### config.mk
export PLATFORM = sky130hd
export DESIGN_NAME = rii_top
export DESIGN_NICKNAME = d
export VERILOG_FILES = /design/src/core/rii_pkg.sv /design/src/core/rii_top.sv
export SDC_FILE = /design/constraint.sdc
export NUM_CORES = 1
export LEC_CHECK = 0
export BUFFER_PORTS_ARGS = -buffer_cell sky130_fd_sc_hd__buf_2
export CAP_MARGIN = 20
export CORE_MARGIN = 1.5
export CORE_UTILIZATION = 50
export DETAILED_ROUTE_END_ITERATION = 10
export PLACE_DENSITY = 0.69
export SETUP_SLACK_MARGIN = 0.4
export SLEW_MARGIN = 0
export SYNTH_ARGS = -nofsm -noshare
export SYNTH_HDL_FRONTEND = slang
export SYNTH_SLANG_ARGS = --single-unit
export TNS_END_PERCENT = 20
### constraint.sdc
create_clock -name clk_i -period 3.7 [get_ports clk_i]
set_input_delay 0.74 -clock clk_i [delete_from_list [all_inputs] [get_ports clk_i]]
set_output_delay 0.74 -clock clk_i [all_outputs]
set_load 0.05 [all_outputs]
### src/core/rii_pkg.sv
package rii_pkg;
    // memory geometry
    localparam int SLOTS = 32;
    localparam int THRESH = 10;
    localparam int CHARS = 16;
    localparam logic [4:0] SLOT_LAST = 5'h1f;
    localparam logic [4:0] DIM_LAST = 5'h02;
    // word layout
    localparam int B_PRINTED = 0;
    localparam int B_DIM = 1;
    localparam logic [1:0] FLAGS_DIM = 2'h2;
    localparam logic [1:0] UNUSED_BITS = 2'h0;
    localparam logic [3:0] LETTER_AZ = 4'ha;
    localparam logic [3:0] LETTER_RG = 4'hb;
    // memory timing counts
    localparam logic [4:0] T_LAST = 5'h13;
    localparam logic [4:0] T_RST = 5'h01;
    localparam logic [4:0] T_LOAD = 5'h02;
    localparam logic [4:0] T_ADD = 5'h03;
    localparam logic [4:0] T_IWR = 5'h04;
    localparam logic [4:0] T_RD = 5'h02;
    localparam logic [4:0] T_SI_SAMP = 5'h04;
    localparam logic [4:0] T_SI_FETCH = 5'h06;
    localparam logic [4:0] T_SI_WR = 5'h0d;
    localparam logic [4:0] T_DM_SAMP = 5'h06;
    localparam logic [4:0] T_DM_WR = 5'h08;
    localparam logic [4:0] T_PR_LOAD = 5'h04;
    localparam logic [4:0] T_PR_MARK = 5'h08;
    // sweeps per integration
    localparam logic [4:0] SWEEPS_LOW = 5'h08;
    localparam logic [4:0] SWEEPS_HIGH = 5'h10;
    // register byte offsets
    localparam logic [3:0] REG_CTRL = 4'h0;
    localparam logic [3:0] REG_DIM = 4'h4;
    localparam logic [3:0] REG_STAT = 4'h8;
    localparam logic [3:0] REG_DISP = 4'hc;
    // control bits
    localparam int C_RUN = 0;
    localparam int C_RATE = 1;
    localparam int C_DPEND = 2;
    localparam int C_DRNG = 3;
    typedef enum logic [4:0] {
        PH_IDLE = 5'b00001,
        PH_INTEG = 5'b00010,
        PH_STI = 5'b00100,
        PH_STD = 5'b01000,
        PH_PRINT = 5'b10000
    } rii_phase_e;
endpackage

### src/core/rii_top.sv
`timescale 1ns/10ps
//
// Contract
// - thirty-two integration words kept apart from the display words.
// - integrate 8 sweeps at low rate, 16 sweeps at high rate.
// - eight-bit accumulator cleared at the reset count of each cycle.
// - level load captures encoder code and fetches stored sum together.
// - first sweep of a period uses zero as the stored sum.
// - add strobe sums; complement result gated by integrate pulse.
// - all data pass common write gating; sum written back with strobe.
// - word bits 7..4 data, 3..2 unused, 1..0 flags.
// - printed flag set after print; dimension flag blocks new dimensions.
// - store intensity reads display word, ORs flags; clear flags allow.
// - sum fetched at count 6, bits 7..4 written at count 13.
// - average drops four low bits at high rate, three at low.
// - set flag inhibits fetch and write, existing word kept.
// - dimension record is letter, tens, units, one word at a time.
// - azimuth or range select and first/second/third word selects.
// - dimension store reads at count 2, samples flags at count 6.
// - count 8 writes dimension word and advances word selection.
// - print loads bits 7..4, decodes to exactly one character line.
// - encoder gives code of highest of ten thresholds, then resets.
// - store follows integrate for one sweep: intensity then dimension.
module rii_top (
    // clock and reset
    input wire logic clk_i,
    input wire logic arst_n_i,
    // avalon-mm slave
    input wire logic [3:0] avs_address_i,
    input wire logic avs_read_i,
    input wire logic avs_write_i,
    input wire logic [31:0] avs_writedata_i,
    output logic [31:0] avs_readdata_o,
    output logic avs_waitrequest_o,
    // radar pins
    input wire logic sweep_i,
    input wire logic [9:0] thresh_hit_i,
    // dimension source selects
    output logic azimuth_sel_o,
    output logic range_sel_o,
    output logic [2:0] word_sel_o,
    output logic advance_o,
    // memory strobes and character generator
    output logic memory_read_strobe_o,
    output logic memory_write_strobe_o,
    output logic [15:0] char_sel_o
);

    logic [7:0] integ_mem [rii_pkg::SLOTS];
    logic [7:0] disp_mem [rii_pkg::SLOTS];
    rii_pkg::rii_phase_e phase_r;
    logic busy_r, first_r, inhibit_r, pr_valid_r;
    logic [4:0] tcnt_r, slot_r, sweeps_r, sweeps_nxt, target;
    logic [7:0] acc_r, fetch_r, sum_r, mir_r;
    logic [3:0] lvl_r, hold_r, enc_code, avg, dim_word;
    logic [9:0] thr_s1_r, thr_s2_r, peak_r;
    logic sw_s1_r, sw_s2_r, sw_s3_r, sweep_edge;
    logic run_r, rate_r, dpend_r, drng_r;
    logic [4:0] dim_base_r, disp_ptr_r, addr;
    logic [3:0] tens_r, units_r;
    logic [2:0] word_sel_r;
    logic advance_r, rd_stb_r, wr_stb_r, az_r, rg_r;
    logic [15:0] char_sel_r;
    logic [31:0] rdata_r;
    logic wait_r, bus_ack, last_cnt, pass_last, pass_end;
    logic integ, sti, std, prt;
    logic wr_int, wr_si, wr_dm, wr_pr, rd_now;
    logic [7:0] acc_cmp, gate_data, keep_word;

    // pin synchronisers
    always_ff @(posedge clk_i or negedge arst_n_i) begin
        if (!arst_n_i) begin
            thr_s1_r <= '0;
            thr_s2_r <= '0;
            sw_s1_r <= 1'b0;
            sw_s2_r <= 1'b0;
            sw_s3_r <= 1'b0;
        end else begin
            thr_s1_r <= thresh_hit_i;
            thr_s2_r <= thr_s1_r;
            sw_s1_r <= sweep_i;
            sw_s2_r <= sw_s1_r;
            sw_s3_r <= sw_s2_r;
        end
    end
    assign sweep_edge = sw_s2_r & ~sw_s3_r;

    assign integ = (phase_r == rii_pkg::PH_INTEG);
    assign sti = (phase_r == rii_pkg::PH_STI);
    assign std = (phase_r == rii_pkg::PH_STD);
    assign prt = (phase_r == rii_pkg::PH_PRINT);
    assign last_cnt = (tcnt_r == rii_pkg::T_LAST);
    assign pass_last = std ? (slot_r == rii_pkg::DIM_LAST)
                           : (slot_r == rii_pkg::SLOT_LAST);
    assign pass_end = busy_r & last_cnt & pass_last;
    assign target = rate_r ? rii_pkg::SWEEPS_HIGH
                           : rii_pkg::SWEEPS_LOW;
    assign sweeps_nxt = sweeps_r + 5'h01;

    // peak of thresholds crossed since the last level load
    always_ff @(posedge clk_i or negedge arst_n_i) begin
        if (!arst_n_i) begin
            peak_r <= '0;
        end else if (busy_r && integ && tcnt_r == rii_pkg::T_LOAD) begin
            peak_r <= thr_s2_r;
        end else begin
            peak_r <= peak_r | thr_s2_r;
        end
    end

    // highest level exceeded, 1..10, zero for none
    always_comb begin
        enc_code = 4'h0;
        for (int i = 0; i < rii_pkg::THRESH; i++) begin
            if (peak_r[i]) begin
                enc_code = 4'(i + 1);
            end
        end
    end

    // phase and memory timing sequencer
    always_ff @(posedge clk_i or negedge arst_n_i) begin
        if (!arst_n_i) begin
            phase_r <= rii_pkg::PH_IDLE;
            busy_r <= 1'b0;
            first_r <= 1'b1;
            tcnt_r <= '0;
            slot_r <= '0;
            sweeps_r <= '0;
        end else if (!run_r) begin
            phase_r <= rii_pkg::PH_IDLE;
            busy_r <= 1'b0;
        end else if (phase_r == rii_pkg::PH_IDLE) begin
            phase_r <= rii_pkg::PH_INTEG;
            first_r <= 1'b1;
            sweeps_r <= '0;
        end else if (!busy_r) begin
            if (sweep_edge) begin
                busy_r <= 1'b1;
                tcnt_r <= '0;
                slot_r <= '0;
            end
        end else if (!last_cnt) begin
            tcnt_r <= tcnt_r + 5'h01;
        end else if (!pass_last) begin
            tcnt_r <= '0;
            slot_r <= slot_r + 5'h01;
        end else begin
            tcnt_r <= '0;
            slot_r <= '0;
            busy_r <= 1'b0;
            case (phase_r)
                rii_pkg::PH_INTEG: begin
                    first_r <= 1'b0;
                    sweeps_r <= sweeps_nxt;
                    if (sweeps_nxt == target) begin
                        phase_r <= rii_pkg::PH_STI;
                    end
                end
                rii_pkg::PH_STI: begin
                    if (dpend_r) begin
                        phase_r <= rii_pkg::PH_STD;
                        busy_r <= 1'b1;
                    end else begin
                        phase_r <= rii_pkg::PH_PRINT;
                    end
                end
                rii_pkg::PH_STD: begin
                    phase_r <= rii_pkg::PH_PRINT;
                end
                rii_pkg::PH_PRINT: begin
                    phase_r <= rii_pkg::PH_INTEG;
                    first_r <= 1'b1;
                    sweeps_r <= '0;
                end
                default: begin
                    phase_r <= rii_pkg::PH_IDLE;
                end
            endcase
        end
    end

    // accumulator and integration datapath
    always_ff @(posedge clk_i or negedge arst_n_i) begin
        if (!arst_n_i) begin
            acc_r <= '0;
            lvl_r <= '0;
            fetch_r <= '0;
        end else if (busy_r && integ) begin
            if (tcnt_r == rii_pkg::T_RST) begin
                acc_r <= '0;
            end
            if (tcnt_r == rii_pkg::T_LOAD) begin
                lvl_r <= enc_code;
                fetch_r <= first_r ? 8'h00 : integ_mem[slot_r];
            end
            if (tcnt_r == rii_pkg::T_ADD) begin
                acc_r <= fetch_r + {4'h0, lvl_r};
            end
        end
    end

    // display word fetch, flag sampling and print holding register
    always_ff @(posedge clk_i or negedge arst_n_i) begin
        if (!arst_n_i) begin
            mir_r <= '0;
            inhibit_r <= 1'b0;
            sum_r <= '0;
            hold_r <= '0;
            pr_valid_r <= 1'b0;
        end else begin
            if (busy_r && !integ && tcnt_r == rii_pkg::T_RD) begin
                mir_r <= disp_mem[addr];
            end
            if (busy_r && ((sti && tcnt_r == rii_pkg::T_SI_SAMP) ||
                           (std && tcnt_r == rii_pkg::T_DM_SAMP))) begin
                inhibit_r <= mir_r[rii_pkg::B_PRINTED] |
                             mir_r[rii_pkg::B_DIM];
            end
            if (busy_r && sti && !inhibit_r &&
                tcnt_r == rii_pkg::T_SI_FETCH) begin
                sum_r <= integ_mem[slot_r];
            end
            if (busy_r && prt && tcnt_r == rii_pkg::T_PR_LOAD) begin
                hold_r <= mir_r[7:4];
                pr_valid_r <= 1'b1;
            end else if (!prt) begin
                pr_valid_r <= 1'b0;
            end
        end
    end

    assign avg = rate_r ? sum_r[7:4] : sum_r[6:3];
    assign acc_cmp = ~acc_r;
    assign dim_word = word_sel_r[0] ? (drng_r ? rii_pkg::LETTER_RG
                                              : rii_pkg::LETTER_AZ)
                    : word_sel_r[1] ? tens_r : units_r;
    assign addr = std ? (dim_base_r + slot_r) : slot_r;

    // common write gating for every source
    assign wr_int = busy_r && integ && tcnt_r == rii_pkg::T_IWR;
    assign wr_si = busy_r && sti && !inhibit_r &&
                   tcnt_r == rii_pkg::T_SI_WR;
    assign wr_dm = busy_r && std && !inhibit_r &&
                   tcnt_r == rii_pkg::T_DM_WR;
    assign wr_pr = busy_r && prt && tcnt_r == rii_pkg::T_PR_MARK;
    assign rd_now = busy_r && ((integ && tcnt_r == rii_pkg::T_LOAD) ||
                    (!integ && tcnt_r == rii_pkg::T_RD) ||
                    (sti && !inhibit_r &&
                     tcnt_r == rii_pkg::T_SI_FETCH));

    always_comb begin
        gate_data = 8'h00;
        case (phase_r)
            rii_pkg::PH_INTEG: gate_data = ~(acc_cmp | {8{~wr_int}});
            rii_pkg::PH_STI: gate_data = {avg, 4'h0};
            rii_pkg::PH_STD: gate_data = {dim_word, rii_pkg::UNUSED_BITS,
                                          rii_pkg::FLAGS_DIM};
            rii_pkg::PH_PRINT: gate_data = mir_r | 8'h01;
            default: gate_data = 8'h00;
        endcase
    end

    // buffer memory: integration area and display area
    always_ff @(posedge clk_i or negedge arst_n_i) begin
        if (!arst_n_i) begin
            for (int i = 0; i < rii_pkg::SLOTS; i++) begin
                integ_mem[i] <= 8'h00;
                disp_mem[i] <= 8'h00;
            end
        end else begin
            if (wr_int) begin
                integ_mem[slot_r] <= gate_data;
            end
            if (wr_si || wr_dm || wr_pr) begin
                disp_mem[addr] <= gate_data;
            end
        end
    end
    assign keep_word = disp_mem[slot_r];

    // dimension word selection and source selects
    always_ff @(posedge clk_i or negedge arst_n_i) begin
        if (!arst_n_i) begin
            word_sel_r <= 3'h1;
            advance_r <= 1'b0;
            az_r <= 1'b0;
            rg_r <= 1'b0;
        end else begin
            advance_r <= busy_r && std && tcnt_r == rii_pkg::T_DM_WR;
            if (!std) begin
                word_sel_r <= 3'h1;
            end else if (busy_r && tcnt_r == rii_pkg::T_DM_WR) begin
                word_sel_r <= {word_sel_r[1:0], word_sel_r[2]};
            end
            az_r <= std && !drng_r;
            rg_r <= std && drng_r;
        end
    end

    // memory strobe monitors
    always_ff @(posedge clk_i or negedge arst_n_i) begin
        if (!arst_n_i) begin
            rd_stb_r <= 1'b0;
            wr_stb_r <= 1'b0;
        end else begin
            rd_stb_r <= rd_now;
            wr_stb_r <= wr_int || wr_si || wr_dm || wr_pr;
        end
    end

    // character generator line decode
    generate
        for (genvar g = 0; g < rii_pkg::CHARS; g++) begin : g_char
            always_ff @(posedge clk_i or negedge arst_n_i) begin
                if (!arst_n_i) begin
                    char_sel_r[g] <= 1'b0;
                end else begin
                    char_sel_r[g] <= pr_valid_r &&
                                     hold_r == 4'(g);
                end
            end
        end
    endgenerate

    // avalon slave: one wait cycle, then acknowledge
    assign bus_ack = (avs_read_i || avs_write_i) && !wait_r;

    always_ff @(posedge clk_i or negedge arst_n_i) begin
        if (!arst_n_i) begin
            wait_r <= 1'b1;
            rdata_r <= '0;
        end else begin
            wait_r <= !((avs_read_i || avs_write_i) && wait_r);
            if (avs_read_i && wait_r) begin
                case (avs_address_i)
                    rii_pkg::REG_CTRL: rdata_r <= {28'h0, drng_r,
                                                   dpend_r, rate_r, run_r};
                    rii_pkg::REG_DIM: rdata_r <= {16'h0, units_r, tens_r,
                                                  3'h0, dim_base_r};
                    rii_pkg::REG_STAT: rdata_r <= {17'h0, inhibit_r,
                                                   busy_r, sweeps_r,
                                                   3'h0, phase_r};
                    rii_pkg::REG_DISP: rdata_r <= {19'h0, disp_ptr_r,
                                                   disp_mem[disp_ptr_r]};
                    default: rdata_r <= '0;
                endcase
            end
        end
    end

    // control registers
    always_ff @(posedge clk_i or negedge arst_n_i) begin
        if (!arst_n_i) begin
            run_r <= 1'b0;
            rate_r <= 1'b0;
            dpend_r <= 1'b0;
            drng_r <= 1'b0;
            dim_base_r <= '0;
            tens_r <= '0;
            units_r <= '0;
            disp_ptr_r <= '0;
        end else begin
            if (bus_ack && avs_write_i &&
                avs_address_i == rii_pkg::REG_CTRL) begin
                run_r <= avs_writedata_i[rii_pkg::C_RUN];
                rate_r <= avs_writedata_i[rii_pkg::C_RATE];
                drng_r <= avs_writedata_i[rii_pkg::C_DRNG];
            end
            if (bus_ack && avs_write_i &&
                avs_address_i == rii_pkg::REG_CTRL &&
                avs_writedata_i[rii_pkg::C_DPEND]) begin
                dpend_r <= 1'b1;
            end else if (pass_end && std) begin
                dpend_r <= 1'b0;
            end
            if (bus_ack && avs_write_i &&
                avs_address_i == rii_pkg::REG_DIM) begin
                dim_base_r <= avs_writedata_i[4:0];
                tens_r <= avs_writedata_i[11:8];
                units_r <= avs_writedata_i[15:12];
            end
            if (bus_ack && avs_write_i &&
                avs_address_i == rii_pkg::REG_DISP) begin
                disp_ptr_r <= avs_writedata_i[12:8];
            end
        end
    end

    assign avs_readdata_o = rdata_r;
    assign avs_waitrequest_o = wait_r;
    assign azimuth_sel_o = az_r;
    assign range_sel_o = rg_r;
    assign word_sel_o = word_sel_r;
    assign advance_o = advance_r;
    assign memory_read_strobe_o = rd_stb_r;
    assign memory_write_strobe_o = wr_stb_r;
    assign char_sel_o = char_sel_r;
endmodule // rii_top

==> summary.txt, run 1 <==
Clock network
  • Total CTS buffers: 73
  • CTS Root Cell: clkbuf_16
  • Hold-fix buffers, CTS: 0
  • CTS tree: done
  • CTS Sinks: 669
  • H-tree level count: 3
  • Clock latency on the worst-skew pair: 0.64 ns
  • Clock Tree Buf Depth: 3
  • Clock-pin slew on the worst setup and hold paths: 0.06 ns

Critical path
  • Startpoint Class: flip-flop
  • CP most frequent cell: buf_4
  • WP buf/inv: 2
  • Critical path cell sequence: buf_4, buf_4, mux4_2, a22oi_1, nand4_1, mux2_2
  • Delay-heaviest family, CP: buffers and inverters
  • CP peak stage delay: 0.56 ns
  • Worst reg2reg path depth: 6
  • R2r setup slk: 0.41 ns
  • Crit path from: slot_r[1]
  • CP Depth: 6
  • Slowest-stage cell, CP: buf_4
  • Crit path capture type: flip-flop
  • CP arrival: 3.79 ns
  • Crit path max fanout: 43
  • R2R Path End: sum_r[6]
  • RR Startpoint: slot_r[1]
  • CP required: 4.19 ns
  • Worst setup path endpoint: sum_r[6]
  • CP Class: flip-flop to flip-flop

Routing
  • Initial drt markers: 2661
  • Post-route ant nets: 0
  • Total Wirelength: 88.21 mm
  • Detailed Routing Iterations Pass 1: 5
  • Drt drc: 0
  • Post-DR wirelength/cell: 23.07 um
  • Via density: 6.228
  • Total vias in the final route: 23.81k

Placed design
  • Area post-placement: 32990 sq um
  • Cell count after placement: 3689
  • Port bufs: 72
  • Place WS: 0.2783 ns
  • Hpwl dp: 58.73 mm
  • Routability cong.: 0.9078

Timing
  • Hold WS: 0.06538 ns
  • Final WS setup: 0.4059 ns
  • Clock Skew: 0.02948 ns
  • Slew Viols, Final: 0
  • Slew @ Worst Pin: 0.9652 ns
  • Max-Slew Margin vs Limit: 0.3566
  • Final period utilization: 0.8903
  • Setup violators final: 0
  • RSZ-0062 raised after global routing: true
  • Final worst path period need: 3.294 ns
  • Final Hold Viols: 0
  • Setup TNS Final: 0 ns
  • Fmax: 303.6 MHz

Finish
  • Area Growth Syn to Fin: 13.08%
  • Layout cells sized above 1: 0.1859
  • # diodes: 0
  • Multi-input gate area: 13840 sq um
  • Cell Count, Final, Fillers Out: 3823
  • Final instance area: 35630 sq um
  • Final #Nets: 3003
  • Seq. cell area: 16760 sq um
  • FILL cells: 5137

Yosys
  • Avg Inst Size Synth: 10.84 sq um
  • Share of the synthesized area in the top cell type: 0.5282
  • Post-synth EDFFs: 0
  • Most common flop cell mapped by yosys: dfrtp_1
  • Number of synthesis warnings: 0
  • Cells after synthesis: 2906
  • Synth cell types: 79
  • Async SR Flop Fraction: 1.000
  • Sequential share of the synthesized area: 0.5315
  • Area leader, netlist: dfrtp_1
  • Top post-synthesis cells by area: dfrtp_1, mux4_2, o21ai_0
  • Post-synthesis sequential element count: 669
  • Cell Area, Synth: 31510 sq um

Floorplanning
  • Die Width: 254.0 um
  • Initial Utilization: 0.5087
  • Num ports: 108
  • Core Region: 61940 sq um
  • Num rows: 91
  • Die area: 64530 sq um
  • Die Y: 254.0 um

Run
  • Number of max-cap violations: 0

Power and ir drop
  • P_leak: 15.55 nW
  • Max VDD drop: 0.0003545 V
  • Power density cells: 447.4 nW/um^2

Global routing
  • Gr ovfl total: 0
  • Number of global-route vias before repair: 23.34k
  • First-pass GRT wire length: 138.2 mm
  • Initial antenna violation count: 1
  • Total track usage: 0.2784
  • Largest net degree at the start of global routing: 104

Outcome
  • Run status: complete, no violations

Worst hold path
  • Min-Delay Path Class: input pin to asynchronous set/reset pin
-- worst register-to-register path, delay by kind of cell, from the launching register on --
family                 cells  cell delay, ns
flip-flops                 1            0.47
AND/OR/NAND/NOR            1            0.35
AO/OA/AOI/OAI              1            0.45
multiplexers               2            0.76
buffers and inverters      2            1.16
-- logic make-up (layout without fill, tap and decap cells) --
| logic type | Yosys count | in the layout | synth area share |
|---|---|---|---|
| compound gates | 847 | 847 | 0.1575 |
| simple gates | 820 | 820 | 0.1150 |
| flops | 669 | 669 | 0.5315 |
| buf+inv | 270 | 335 | 0.04078 |
| mux | 265 | 265 | 0.1429 |
| fa+ha+maj | 19 | 19 | 0.008022 |
| xor+xnor | 15 | 15 | 0.004169 |
| other cells | 1 | 16 | 0.0001190 |
-- stage by stage --
stage / utilization / total power, W
global placement: 0.5324 / 0.008622
finish: 0.5752 / 0.01594
global route: 0.5752 / 0.01645
CTS: 0.5721 / 0.01602
floorplan: - / 0.008233
detailed placement: 0.5326 / 0.008646
-- sequential cells by signal, summed over array words and instances (netlist names), 5 cells and up --
name            count
sweeps_r            5
disp_ptr_r          5
peak_r             10
integ_mem         256
slot_r              5
thr_s1_r           10
thr_s2_r           10
mir_r               8
acc_r               8
avs_readdata_o     16
disp_mem          256
phase_r             5
tcnt_r              5
dim_base_r          5
sum_r               5
fetch_r             8
char_sel_o         16
-- synth_stat cells, drive strengths merged (5+ instances only) --
master,instances
nor3,14
mux2,38
a221oi,65
clkbuf,164
buf,95
nand2,543
nor2,125
xor2,11
mux4,144
a31oi,11
o31ai,9
o21ai,543
a22oi,46
and4,6
mux2i,83
dfrtp,665
or2,6
nor2b,18
nand3b,5
nand4,38
ha,17
and3,15
a32oi,6
a22o,11
nand3,22
inv,11
a21oi,82
o32ai,9
a21o,19
and2,5
nor3b,5
o21a,14
-- power by group --
part | switching [W] | internal [W] | total, W | leakage (nW)
sequential | 0.000163 | 0.00741 | 0.00757 | 9.20
combinational | 0.000602 | 0.000362 | 0.000963 | 5.16
clock | 0.00301 | 0.00439 | 0.00740 | 1.19
total | 0.00378 | 0.0122 | 0.0159 | 15.5
-- layout make-up --
type | instances | share of cell area
Sequential cell | 669 | 0.4703
Inverter | 11 | 0.001159
Timing Repair Buffer | 196 | 0.04263
Clock buffer | 102 | 0.05773
Multi-Input combinational cell | 1982 | 0.3885
Tap cell | 837 | 0.02939
Clock inverter | 26 | 0.01029
-- layer usage --
layer / GRT usage / share of wire / vias to the layer above
li1: - / - / 10530
met3: 0.04988 / 0.082 / 219
met2: 0.4246 / 0.46 / 1084
met1: 0.3953 / 0.42 / 11980
met5: 0.009266 / 0.00088 / -
met4: 0.1112 / 0.040 / 2
-- placed cells by master (no fill, tap or decap), types with 18 or more instances in the layout --
cell	Yosys	routed
mux2i_1	83	82
mux2_2	37	38
clkbuf_1	161	18
nor2_1	123	123
nand2_1	543	543
a221oi_1	64	56
a22oi_1	46	44
a21oi_1	81	78
buf_4	31	105
mux4_2	144	144
o21ai_0	527	526
nand3_1	22	22
nand4_1	24	24
buf_2	46	71
dfrtp_1	665	661
clkbuf_16	0	74
-- timing repair --
| item | in CTS | in global routing |
|---|---|---|
| endpoints found under the setup margin | 65 | 260 |
| setup buffers | 2 | 4 |
| cloned | 0 | 0 |
| gates resized for setup | 1 | 24 |
| pin swaps | 1 | 2 |
| endpoints found under the hold margin | 0 | 0 |
-- worst min-delay path by stage --
stage	start	to	slack, ns	depth (start not counted)
6_report	arst_n_i	disp_mem[138]	0.07	1
3_3_place_gp	thr_s1_r[3]	thr_s2_r[3]	0.33	0
3_5_place_dp	sw_s1_r	sw_s2_r	0.33	0
4_1_cts	arst_n_i	disp_mem[186]	0.07	1
2_1_floorplan	sw_s1_r	sw_s2_r	0.33	0
5_1_grt	arst_n_i	disp_mem[139]	0.09	1
(Power assumes the default switching activity.)
==> run 2: changes to the inputs <==
- MAX_ROUTING_LAYER: default -> met4
==> run 2 against run 1 <==
  * Non-clock buffer count increased by 4
  * Die area unchanged
  * Clock skew rose by 0.0021 ns
==> summary.txt, run 2 (synthesized netlist as in run 1, its figures left out) <==
Critical path
  • Delay-heaviest family, CP: compound AO/OA/AOI/OAI gates
  • CP required: 4.19 ns (about the same)
  • R2r setup slk: 0.43 ns (+0.02 ns)
  • RR Startpoint: slot_r[0]
  • Startpoint Class: flip-flop
  • R2R Path End: mir_r[5]
  • CP arrival: 3.76 ns (-0.03 ns)
  • CP peak stage delay: 0.60 ns (+0.04 ns)
  • Critical path cell sequence: ha_1, fa_2, nor2_1, a21o_1, buf_4, a221oi_1, o32ai_1, a32oi_1, a41oi_1
  • Crit path max fanout: 12 (-72%)
  • CP Class: flip-flop to flip-flop
  • WP buf/inv: 1 (-1)
  • Crit path capture type: flip-flop
  • Slowest-stage cell, CP: fa_2
  • Worst reg2reg path depth: 9 (+3)

Placed design
  • Port bufs: 72 (unchanged)
  • Routability cong.: 0.9251 (+1.9%)
  • Hpwl dp: 58.69 mm (about the same)

Routing
  • Via density: 6.248 (+0.33%)
  • Total Wirelength: 88.32 mm (+0.12%)
  • Detailed Routing Iterations Pass 1: 6 (+1)
  • Drt drc: 0 (unchanged)
  • Initial drt markers: 2780 (+4.5%)
  • Post-route ant nets: 0 (unchanged)
  • Post-DR wirelength/cell: 23.10 um (+0.12%)
  • Total vias in the final route: 23.89k (+0.33%)

Global routing
  • Total track usage: 0.2893 (+0.01088)
  • Gr ovfl total: 0 (unchanged)
  • Largest net degree at the start of global routing: 148 (+42%)
  • Number of global-route vias before repair: 23.51k (+0.72%)
  • Initial antenna violation count: 2 (+1)
  • First-pass GRT wire length: 139.1 mm (+0.61%)

Worst hold path
  • Min-Delay Path Class: input pin to asynchronous set/reset pin

Timing
  • Max-Slew Margin vs Limit: 0.2861 (-0.07048)
  • Final Hold Viols: 0 (unchanged)
  • Slew @ Worst Pin: 1.071 ns (+0.1057 ns)
  • Clock Skew: 0.03159 ns (+0.002106 ns)
  • Setup violators final: 0 (unchanged)
  • Final period utilization: 0.8838 (-0.006475)
  • RSZ-0062 raised after global routing: true
  • Final worst path period need: 3.270 ns (-0.02396 ns)
  • Slew Viols, Final: 0 (unchanged)
  • Setup TNS Final: 0 ns (unchanged)
  • Hold WS: 0.08755 ns (+0.02216 ns)
  • Fmax: 305.8 MHz (+0.73%)

Power and ir drop
  • Power density cells: 435.7 nW/um^2 (-2.6%)
  • P_leak: 15.46 nW (-0.58%)
  • Max VDD drop: 0.0002952 V (-17%)

Finish
  • Biggest regs: disp_mem (256), integ_mem (256)
  • Area Growth Syn to Fin: 12.58%
  • Final #Nets: 3005 (+0.067%)
  • Seq. cell area: 16760 sq um (unchanged)
  • Commonest non-fill, non-tap cell in the layout: dfrtp_1
  • Multi-input gate area: 13830 sq um (about the same)
  • Final Util: 0.5727 (-0.002565)
  • Most frequent cells in the layout: dfrtp_1, nand2_1, o21ai_0
  • Layout cells sized above 1: 0.1836 (-0.002221)
  • FILL cells: 5129 (-0.16%)

Floorplanning
  • Die Width: 254.0 um (unchanged)
  • Num ports: 108 (unchanged)
  • Core Region: 61940 sq um (unchanged)
  • Num rows: 91 (unchanged)
  • Die area: 64530 sq um (unchanged)
  • Die Y: 254.0 um (unchanged)
  • Initial Utilization: 0.5087 (unchanged)

Run
  • Number of max-cap violations: 0 (unchanged)

Clock network
  • Total CTS buffers: 71 (-2.7%)
  • Clock-pin slew on the worst setup and hold paths: 0.06 ns (about the same)
  • CTS Root Cell: clkbuf_16
  • H-tree level count: 3 (unchanged)
  • CTS Sinks: 669 (unchanged)
  • Clock Tree Buf Depth: 3 (unchanged)
  • CTS tree: done
  • Clock latency on the worst-skew pair: 0.63 ns (about the same)

Outcome
  • Run status: complete, no violations
## run 2: power by group
| part | internal, W | switching [W] |
|---|---|---|
| clock network | 0.00398 | 0.00295 |
| registers | 0.00741 | 0.000178 |
| logic | 0.000364 | 0.000568 |
| total | 0.0118 | 0.00369 |
## run 2: what timing repair did
item | in CTS | in global routing
pin swaps | 0 | 4
buffers inserted | 0 | 8
hold buffers | 0 | 0
endpoints found under the setup margin | 72 | 239
resized for setup | 3 | 19
## run 2: area by class of cell
class,count,share of cell area
sequential,669,0.4724
multi-input combinational,1982,0.3900
clock buffer,107,0.05789
timing repair buffer,200,0.04374
tap,837,0.02952
clock inverter,15,0.005185
inverter,11,0.001164
antenna,2,0.0001411
## run 2: layer usage
layer  vias to the layer above  GRT usage  part of all wire
met5                         -          -                 0
met4                         0     0.1129             0.040
met3                       228    0.04701             0.087
met2                      1167     0.4364              0.47
met1                     11980     0.3945              0.41
li1                      10520          -                 -
## run 2: worst max-delay path by stage
stage / slack [ns] / end / cells after the start / startpoint
after global routing: 0.34 / mir_r[1] / 9 / slot_r[0]
final: 0.43 / mir_r[5] / 9 / slot_r[0]
after detailed placement: 0.25 / disp_mem[148] / 10 / slot_r[0]
after global placement: 0.29 / disp_mem[145] / 10 / slot_r[0]
after floorplan: 0.82 / disp_mem[116] / 12 / slot_r[0]
after CTS: 0.25 / disp_mem[251] / 10 / slot_r[0]
## run 2: per-stage QoR
stage | total power [W] | cells | worst slack, ns | cell area [sq um]
2_1_floorplan | 0.008233 | 2921 | 0.8225 | 31560
3_3_place_gp | 0.008635 | 3691 | 0.2924 | 33010
3_5_place_dp | 0.008656 | 3691 | 0.2549 | 33010
4_1_cts | 0.01553 | 3813 | 0.2525 | 35270
5_1_grt | 0.01593 | 3823 | 0.3351 | 35470
6_report | 0.01545 | 3823 | 0.4299 | 35470
